### src/sli_pkg.sv
/*
  Package for the signalling-link interrupt block: register offsets, field positions,
  reset values and detector limits.
  Assumes a 32-bit Avalon-MM slave port with byte addresses and one register per word.
*/
package sli_pkg;

  // Byte offsets on the register port
  localparam logic [3:0] SLI_OFF_STATUS = 4'h0;
  localparam logic [3:0] SLI_OFF_ENABLE = 4'h4;
  localparam logic [3:0] SLI_OFF_CTRL = 4'h8;

  // Register widths and reset values
  localparam int SLI_REG_W = 8;
  localparam int SLI_FLAG_W = 6;
  localparam logic [7:0] SLI_STATUS_RST = 8'h00;
  localparam logic [7:0] SLI_ENABLE_RST = 8'h00;
  localparam logic [7:0] SLI_CTRL_RST = 8'h00;

  // Field positions shared by status and enable
  localparam int SLI_BIT_LONG_MSG = 0;
  localparam int SLI_BIT_LINK_FAIL = 1;
  localparam int SLI_BIT_RX_END = 2;
  localparam int SLI_BIT_TX_END = 3;
  localparam int SLI_BIT_RX_START = 4;
  localparam int SLI_BIT_TX_START = 5;

  // Control register: threshold select
  localparam int SLI_BIT_THRESH_SEL = 0;

  // CRC failure detector
  localparam int SLI_CRC_CNT_W = 7;
  localparam logic [6:0] SLI_CRC_THRESH_LOW = 7'h20;
  localparam logic [6:0] SLI_CRC_THRESH_HIGH = 7'h40;

  // Message length detector
  localparam int SLI_LEN_W = 9;
  localparam logic [8:0] SLI_MAX_MSG_BYTES = 9'h114;

endpackage : sli_pkg

### src/sli_evt_if.sv
/*
  Interface carrying detector events and the threshold select between the
  detectors and the register block.
  Assumes all parties share one clock; events are one-cycle pulses.
*/
`timescale 1ns/1ps
`default_nettype none

interface sli_evt_if;
  logic link_fail_pulse;
  logic long_msg_pulse;
  logic thresh_sel;

  modport crc_side (output link_fail_pulse, input thresh_sel);
  modport len_side (output long_msg_pulse);
  modport reg_side (input link_fail_pulse, input long_msg_pulse, output thresh_sel);
endinterface : sli_evt_if

`default_nettype wire

### src/sli_crc_fail_det.sv
/*
  Counts consecutive signalling frames with corrupted CRC and pulses once when
  the run reaches the selected threshold.
  Assumes frame_done is a one-cycle pulse per frame with frame_bad valid beside it.
*/
`timescale 1ns/1ps
`default_nettype none

module sli_crc_fail_det
(
  // Clock and reset
  input wire logic clk,
  input wire logic rst_b,
  // Frame results
  input wire logic frame_done,
  input wire logic frame_bad,
  // Events
  sli_evt_if.crc_side evt
);

  logic [6:0] count_reg;
  logic [6:0] count_next;
  logic fail_reg;
  logic fail_next;
  logic [6:0] threshold;
  logic below;
  logic [6:0] count_inc;

  assign threshold = evt.thresh_sel ? sli_pkg::SLI_CRC_THRESH_HIGH
                                    : sli_pkg::SLI_CRC_THRESH_LOW;
  assign below = count_reg < threshold;
  assign count_inc = count_reg + 7'h01;

  // Counter saturates at the threshold so one run fires only once
  assign count_next = !frame_done ? count_reg :
                      !frame_bad ? 7'h00 :
                      below ? count_inc : count_reg;
  assign fail_next = frame_done && frame_bad && below && (count_inc == threshold);

  always_ff @(posedge clk or negedge rst_b)
  begin
    if (!rst_b)
    begin
      count_reg <= 7'h00;
      fail_reg <= 1'b0;
    end
    else
    begin
      count_reg <= count_next;
      fail_reg <= fail_next;
    end
  end

  assign evt.link_fail_pulse = fail_reg;

endmodule : sli_crc_fail_det

`default_nettype wire

### src/sli_msg_len_det.sv
/*
  Counts bytes of the received message and pulses once when it grows past the
  longest legal length.
  Assumes byte_valid per received byte and msg_end on the last byte of a message.
*/
`timescale 1ns/1ps
`default_nettype none

module sli_msg_len_det
(
  // Clock and reset
  input wire logic clk,
  input wire logic rst_b,
  // Receive byte stream
  input wire logic byte_valid,
  input wire logic msg_end,
  // Events
  sli_evt_if.len_side evt
);

  logic [8:0] len_reg;
  logic [8:0] len_next;
  logic long_reg;
  logic long_next;
  logic at_limit;
  logic past_limit;

  assign at_limit = len_reg == sli_pkg::SLI_MAX_MSG_BYTES;
  assign past_limit = len_reg > sli_pkg::SLI_MAX_MSG_BYTES;

  // Count stops one past the limit; a byte on msg_end still belongs to the message
  assign len_next = msg_end ? 9'h000 :
                    (byte_valid && !past_limit) ? len_reg + 9'h001 : len_reg;
  assign long_next = byte_valid && at_limit;

  always_ff @(posedge clk or negedge rst_b)
  begin
    if (!rst_b)
    begin
      len_reg <= 9'h000;
      long_reg <= 1'b0;
    end
    else
    begin
      len_reg <= len_next;
      long_reg <= long_next;
    end
  end

  assign evt.long_msg_pulse = long_reg;

endmodule : sli_msg_len_det

`default_nettype wire

### src/sli_top.sv
/*
  Signalling-link interrupt block: status, enable and control registers on an
  Avalon-MM slave, the two detectors and the interrupt output.
  Assumes all event inputs are synchronous one-cycle pulses on clk.
*/
`timescale 1ns/1ps
`default_nettype none

module sli_top
(
  // Clock and reset
  input wire logic clk,
  input wire logic rst_b,
  // Avalon-MM slave
  input wire logic [3:0] avs_address,
  input wire logic avs_read,
  input wire logic avs_write,
  input wire logic [31:0] avs_writedata,
  input wire logic [3:0] avs_byteenable,
  output logic [31:0] avs_readdata,
  output logic avs_waitrequest,
  // Receive CRC frame results
  input wire logic crc_frame_done,
  input wire logic crc_frame_bad,
  // Receive message bytes
  input wire logic rx_byte_valid,
  input wire logic rx_msg_end,
  // Signalling unit events
  input wire logic tx_start_event,
  input wire logic rx_start_event,
  input wire logic tx_end_event,
  input wire logic rx_end_event,
  // Interrupt
  output logic irq
);

  typedef enum logic {BUS_IDLE, BUS_DONE} sli_bus_phase_type;

  function automatic logic addr_hit(input logic [3:0] addr, input logic [3:0] offset);
    addr_hit = addr == offset;
  endfunction : addr_hit

  // Set wins over clear so an event in the clearing cycle survives
  function automatic logic [5:0] sticky_update(input logic [5:0] cur, input logic [5:0] set,
                                                input logic [5:0] clr);
    sticky_update = (cur & ~clr) | set;
  endfunction : sticky_update

  sli_evt_if evt_bus ();

  sli_crc_fail_det u_crc_fail_det
  (
    .clk(clk),
    .rst_b(rst_b),
    .frame_done(crc_frame_done),
    .frame_bad(crc_frame_bad),
    .evt(evt_bus.crc_side)
  );

  sli_msg_len_det u_msg_len_det
  (
    .clk(clk),
    .rst_b(rst_b),
    .byte_valid(rx_byte_valid),
    .msg_end(rx_msg_end),
    .evt(evt_bus.len_side)
  );

  // Register state
  sli_bus_phase_type phase_reg;
  sli_bus_phase_type phase_next;
  logic [5:0] status_reg;
  logic [5:0] status_next;
  logic [5:0] enable_reg;
  logic [5:0] enable_next;
  logic ctrl_thresh_reg;
  logic ctrl_thresh_next;
  logic [31:0] readdata_reg;
  logic [31:0] readdata_next;
  logic [5:0] snap_reg;
  logic [5:0] snap_next;

  // Bus decode
  wire req = avs_read || avs_write;
  wire accept = req && (phase_reg == BUS_DONE);
  wire capture = req && (phase_reg == BUS_IDLE);
  wire hit_status = addr_hit(avs_address, sli_pkg::SLI_OFF_STATUS);
  wire hit_enable = addr_hit(avs_address, sli_pkg::SLI_OFF_ENABLE);
  wire hit_ctrl = addr_hit(avs_address, sli_pkg::SLI_OFF_CTRL);
  wire lane0_write = accept && avs_write && avs_byteenable[0];

  // One wait state: data is registered before waitrequest drops
  assign avs_waitrequest = capture;
  assign phase_next = capture ? BUS_DONE : BUS_IDLE;

  // Read mux; reserved bits 7:6 and upper lanes read zero
  wire [7:0] status_view = {2'b00, status_reg};
  wire [7:0] enable_view = {2'b00, enable_reg};
  wire [7:0] ctrl_view = {7'h00, ctrl_thresh_reg};
  wire [7:0] read_mux = hit_status ? status_view :
                        hit_enable ? enable_view :
                        hit_ctrl ? ctrl_view : 8'h00;
  assign readdata_next = capture ? {24'h000000, read_mux} : readdata_reg;

  // Snapshot of the flags actually returned; only those get cleared
  assign snap_next = (capture && avs_read && hit_status) ? status_reg : snap_reg;

  // Event vector in status bit order
  wire [5:0] set_vec = {tx_start_event, rx_start_event, tx_end_event, rx_end_event,
                        evt_bus.link_fail_pulse, evt_bus.long_msg_pulse};

  // Clear on read of status, or write one to clear
  wire [5:0] read_clear = (accept && avs_read && hit_status) ? snap_reg : 6'h00;
  wire [5:0] write_clear = (lane0_write && hit_status) ? avs_writedata[5:0] : 6'h00;
  assign status_next = sticky_update(status_reg, set_vec, read_clear | write_clear);

  assign enable_next = (lane0_write && hit_enable) ? avs_writedata[5:0] : enable_reg;
  assign ctrl_thresh_next = (lane0_write && hit_ctrl) ?
                            avs_writedata[sli_pkg::SLI_BIT_THRESH_SEL] : ctrl_thresh_reg;

  assign evt_bus.thresh_sel = ctrl_thresh_reg;

  always_ff @(posedge clk or negedge rst_b)
  begin
    if (!rst_b)
      phase_reg <= BUS_IDLE;
    else
      phase_reg <= phase_next;
  end

  always_ff @(posedge clk or negedge rst_b)
  begin
    if (!rst_b)
    begin
      status_reg <= sli_pkg::SLI_STATUS_RST[5:0];
      snap_reg <= 6'h00;
    end
    else
    begin
      status_reg <= status_next;
      snap_reg <= snap_next;
    end
  end

  always_ff @(posedge clk or negedge rst_b)
  begin
    if (!rst_b)
    begin
      enable_reg <= sli_pkg::SLI_ENABLE_RST[5:0];
      ctrl_thresh_reg <= sli_pkg::SLI_CTRL_RST[0];
    end
    else
    begin
      enable_reg <= enable_next;
      ctrl_thresh_reg <= ctrl_thresh_next;
    end
  end

  always_ff @(posedge clk or negedge rst_b)
  begin
    if (!rst_b)
      readdata_reg <= 32'h00000000;
    else
      readdata_reg <= readdata_next;
  end

  assign avs_readdata = readdata_reg;

  // Level interrupt straight from registered flags and enables
  assign irq = |(status_reg & enable_reg);

endmodule : sli_top

`default_nettype wire
### config.mk
export PLATFORM = sky130hd
export DESIGN_NAME = sli_top
export DESIGN_NICKNAME = d
export VERILOG_FILES = /design/src/sli_pkg.sv /design/src/sli_evt_if.sv /design/src/sli_crc_fail_det.sv /design/src/sli_msg_len_det.sv /design/src/sli_top.sv
export SDC_FILE = /design/constraint.sdc
export NUM_CORES = 1
export LEC_CHECK = 0
export ABC_AREA = 1
export BUFFER_PORTS_ARGS = -buffer_cell sky130_fd_sc_hd__clkbuf_2
export CAP_MARGIN = 20
export CORE_UTILIZATION = 46
export DETAILED_ROUTE_END_ITERATION = 16
export GPL_ROUTABILITY_DRIVEN = 0
export PLACE_DENSITY = 0.86
export SYNTH_ARGS = -nofsm -noshare
export SYNTH_HDL_FRONTEND = slang
export SYNTH_SLANG_ARGS = --single-unit
### constraint.sdc
create_clock -name clk -period 1.3 [get_ports clk]
set_input_delay 0.065 -clock clk [delete_from_list [all_inputs] [get_ports clk]]
set_output_delay 0.065 -clock clk [all_outputs]
set_load 0.1 [all_outputs]
==> qor.csv <==
stage,metric,value,unit
clock_tree,cts_tree,yes,
setup_path,timing.critical_path.cells,inv_2 > ha_4 > nand2_4 > nor2_4 > nand3_4 > buf_6 > nand4_1 > nand2_1,
clock_tree,clock_insertion_delay_worst_skew,0.30,ns
setup_path,critical_path_required,1.48,ns
sta,maxSlewHeadroom,64.2,%
power_and_ir_drop,p_seq_share,40.3,%
yosys,post_synth.cell_area_avg,8.32,um2
sta,achievable-frequency,725,MHz
yosys,synth_enable_flop_cells,0,
floorplanning,core_area,5540,um2
sta,maxSlewViolCount,0,
detailed_routing,detail_route.vias_per_cell,4.96,
global_routing,overflow,0,
yosys,synth.yosys.seq_area_share,41.6,%
placement,place.port_buffers,30,
sta,fin_worst_skew,0.00551,ns
detailed_routing,overall_routed_net_length,6340,um
job,cap_violations,0,
run_status,violations,negative setup slack,
setup_path,cp_num_buf_inv,2,
setup_path,arrival,1.56,ns
sta,finalWorstSetupSlack,-0.0795,ns
power_and_ir_drop,comb_power_share,32.9,%
floorplanning,ioPinCount,86,
clock_tree,cts.root.buffer_cell,sky130_fd_sc_hd__clkbuf_8,
clock_tree,cts_sinks,44,
floorplanning,dieArea,6060,um2
power_and_ir_drop,leak_pwr,1.78,nW
setup_path,setup.worst_path.class,register to register,
clock_tree,cts_made_buffers,5,
run_status,outcome,"complete, but fails checks",
worst_hold_path,worst_hold_start,avs_writedata[0],
floorplanning,rows,27,
power_and_ir_drop,power.clock.fraction,26.8,%
yosys,synth_top_flop_cell,sky130_fd_sc_hd__dfrtp_1,
detailed_routing,wl_per_cell,13.3,um
floorplanning,dieWidth,77.8,um
floorplanning,floorplan.initialDensity,47.7,%
layout,syn2layout_area_growth,32.8,%
sta,grt_setup_unrepaired,true,
yosys,netlist-cell-type-count,37,
floorplanning,die_h,77.8,um
power_and_ir_drop,ir_drop,700,uV
layout,drive_gt1_share,37.8,%
layout,n_antenna_cell,0,
clock_tree,clk_pin_slew_worst_paths,0.09,ns
sta,final.period_utilization,106,%
setup_path,setup.worst_path.end_class,register,
layout,final_net_count,461,
placement,dpl_cell_area,2930,um2
yosys,yosysWarningCount,0,
setup_path,critical_path.startpoint,u_msg_len_det.len_reg[0]$_DFFE_PN0P_,
power_and_ir_drop,netSwitchingPower,0.00161,W
placement,place_ws,-0.158,ns
yosys,synthesis.area,2650,um2
sta,report.final.hold_viol_count,0,
power_and_ir_drop,p_sw_share,39.5,%
setup_path,worstPathMaxFanout,6,
sta,worst_slew_pin_slew,0.539,ns
global_routing,antenna_found_initial,0,
layout,max_ffs_per_register,9,
sta,final.setup.tns,-0.858,ns
setup_path,timing.critical_path.from_type,register,
setup_path,critical_path.max_stage_delay,0.41,ns
yosys,async_reset_ff_share,100,%
detailed_routing,drt_first_pass_iters,4,
detailed_routing,count_of_unresolved_drc_violations_after_routing,0,
global_routing,first_global_vias,2266,
detailed_routing,drt.antenna.violating_nets,0,
placement,dp_hpwl,3880,um
setup_path,crit_family,simple AND/OR/NAND/NOR gates,
clock_tree,cts_max_level,2,
power_and_ir_drop,power_per_cell_area,1160,nW/um2
clock_tree,clock_tree.buffer_depth,2,
global_routing,global_route.usage.total,21.0,%
sta,finalCriticalPeriod,1.38,ns
power_and_ir_drop,internal-power,0.00247,W
sta,setup_viol,18,
layout,fin_area,3510,um2
setup_path,crit_slowest_cell,sky130_fd_sc_hd__dfrtp_1,
global_routing,grt_first_pass_wirelength,10100,um
yosys,synthCells,318,
global_routing,largest_net_degree_at_the_start_of_global_routing,45,
detailed_routing,detailedRoute.firstIterationViolations,182,
worst_hold_path,worst_min_delay_path_class,input pin to register,
setup_path,critical_path.reg2reg.startpoint,u_msg_len_det.len_reg[0]$_DFFE_PN0P_,
detailed_routing,routed-via-count,2366,
yosys,synth.ff_latch_count,44,
timing repair:
item                       in CTS  in global routing
hold endpoints to repair       48                  0
buffers inserted               19                 10
setup endpoints to repair      20                 25
cloned                          0                  1
hold buffers                    5                  0
resized for setup              33                 16
pin swaps                      13                 17
cell families after synthesis:
family / share of synthesized area, %
xor gates and xnor gates: 2.32
AOI/OAI and AO/OA: 12.3
other: 0.142
buffers and inverters: 14.9
and+or+nand+nor: 26.3
DFF: 41.6
adders and majority gates: 2.37
metal layers:
layer	vias to the layer above	track usage, %	routed length, um
li1	1156	-	-
met4	0	6.42	124
met1	1125	25.4	2650
met5	-	0	0
met3	16	4.35	222
met2	69	37.1	3340
placed cells by master (no fill, tap or decap), types with 2 or more instances in the layout:
cell type	instances
sky130_fd_sc_hd__a21o_1	6
sky130_fd_sc_hd__a21oi_1	6
sky130_fd_sc_hd__a21oi_2	7
sky130_fd_sc_hd__a31oi_1	5
sky130_fd_sc_hd__buf_12	3
sky130_fd_sc_hd__buf_4	44
sky130_fd_sc_hd__buf_6	5
sky130_fd_sc_hd__clkbuf_2	28
sky130_fd_sc_hd__clkbuf_8	5
sky130_fd_sc_hd__conb_1	26
sky130_fd_sc_hd__dfrtp_1	43
sky130_fd_sc_hd__dlygate4sd3_1	5
sky130_fd_sc_hd__ha_1	2
sky130_fd_sc_hd__ha_4	3
sky130_fd_sc_hd__inv_1	20
sky130_fd_sc_hd__inv_2	17
sky130_fd_sc_hd__nand2_1	67
sky130_fd_sc_hd__nand2_2	6
sky130_fd_sc_hd__nand2_4	4
sky130_fd_sc_hd__nand3_1	14
sky130_fd_sc_hd__nand3_2	3
sky130_fd_sc_hd__nand3_4	2
sky130_fd_sc_hd__nand3b_1	5
sky130_fd_sc_hd__nand4_1	11
sky130_fd_sc_hd__nor2_1	15
sky130_fd_sc_hd__nor2_2	5
sky130_fd_sc_hd__nor2_4	4
sky130_fd_sc_hd__o21ai_0	2
sky130_fd_sc_hd__o21ai_1	11
sky130_fd_sc_hd__o21ai_2	2
sky130_fd_sc_hd__o21ai_4	2
sky130_fd_sc_hd__o21bai_1	2
sky130_fd_sc_hd__o22ai_1	2
sky130_fd_sc_hd__o22ai_2	4
sky130_fd_sc_hd__xnor2_1	2
sky130_fd_sc_hd__xor2_1	5
power groups by stage:
| stage | Sequential, W | Clock [W] | Combinational, W |
|---|---|---|---|
| CTS | 0.00164 | 0.00111 | 0.00128 |
| finish | 0.00165 | 0.00110 | 0.00134 |
| global placement | 0.00165 | 0 | 0.00113 |
| detailed placement | 0.00166 | 0 | 0.00116 |
| global route | 0.00167 | 0.00118 | 0.00143 |
| floorplan | 0.00190 | 0 | 0.000718 |
layout make-up:
cell class                      count  area, um2
Fill cell                         425       2030
Clock inverter                      3       46.3
Timing Repair Buffer               85        637
Tap cell                           72       90.1
Clock buffer                        5       68.8
Inverter                           39        148
Multi-Input combinational cell    229       1420
Sequential cell                    44       1100
final timing paths:
path                                                         to  slack, ns  cells after the start
min reg2reg                             status_reg[1]$_DFF_PN0_       0.45                      1
max                        u_msg_len_det.len_reg[1]$_DFFE_PN0P_      -0.08                      8
max in group asynchronous  u_msg_len_det.len_reg[3]$_DFFE_PN0P_       0.80                      3
max reg2reg                u_msg_len_det.len_reg[1]$_DFFE_PN0P_      -0.08                      8
min                                   enable_reg[0]$_DFFE_PN0P_       0.02                      3
min in group asynchronous           avs_readdata[0]$_DFFE_PN0P_       0.27                      3
Yosys cell counts (6+ instances only):
library cell | number | area, um2
sky130_fd_sc_hd__o21ai_1 | 12 | 60.1
sky130_fd_sc_hd__nand4_1 | 11 | 68.8
sky130_fd_sc_hd__nor2_1 | 17 | 63.8
sky130_fd_sc_hd__a21oi_1 | 9 | 45.0
sky130_fd_sc_hd__inv_2 | 7 | 26.3
sky130_fd_sc_hd__o22ai_1 | 6 | 37.5
sky130_fd_sc_hd__inv_1 | 30 | 113
sky130_fd_sc_hd__nand3_1 | 16 | 80.1
sky130_fd_sc_hd__dfrtp_1 | 44 | 1100
sky130_fd_sc_hd__a21o_1 | 6 | 45.0
sky130_fd_sc_hd__nor2_2 | 6 | 37.5
sky130_fd_sc_hd__nand2_1 | 73 | 274
sky130_fd_sc_hd__buf_4 | 26 | 195
worst min-delay path: stages:
cell,delay (ns)
sky130_fd_sc_hd__clkbuf_2,0.10
sky130_fd_sc_hd__inv_1,0.06
sky130_fd_sc_hd__o21ai_2,0.05
per-stage QoR:
stage / instances / hold WS (ns) / utilization (%) / total power [W]
3_5_place_dp: 434 / 0.0659 / 52.9 / 0.00282
4_1_cts: 466 / 0.00919 / 60.7 / 0.00403
5_1_grt: 477 / 0.0179 / 63.4 / 0.00427
2_1_floorplan: 343 / -0.231 / - / 0.00262
3_3_place_gp: 434 / 0.0665 / 52.9 / 0.00278
6_report: 477 / 0.0217 / 63.4 / 0.00408
Note: power is estimated with default switching activity, not from simulation.
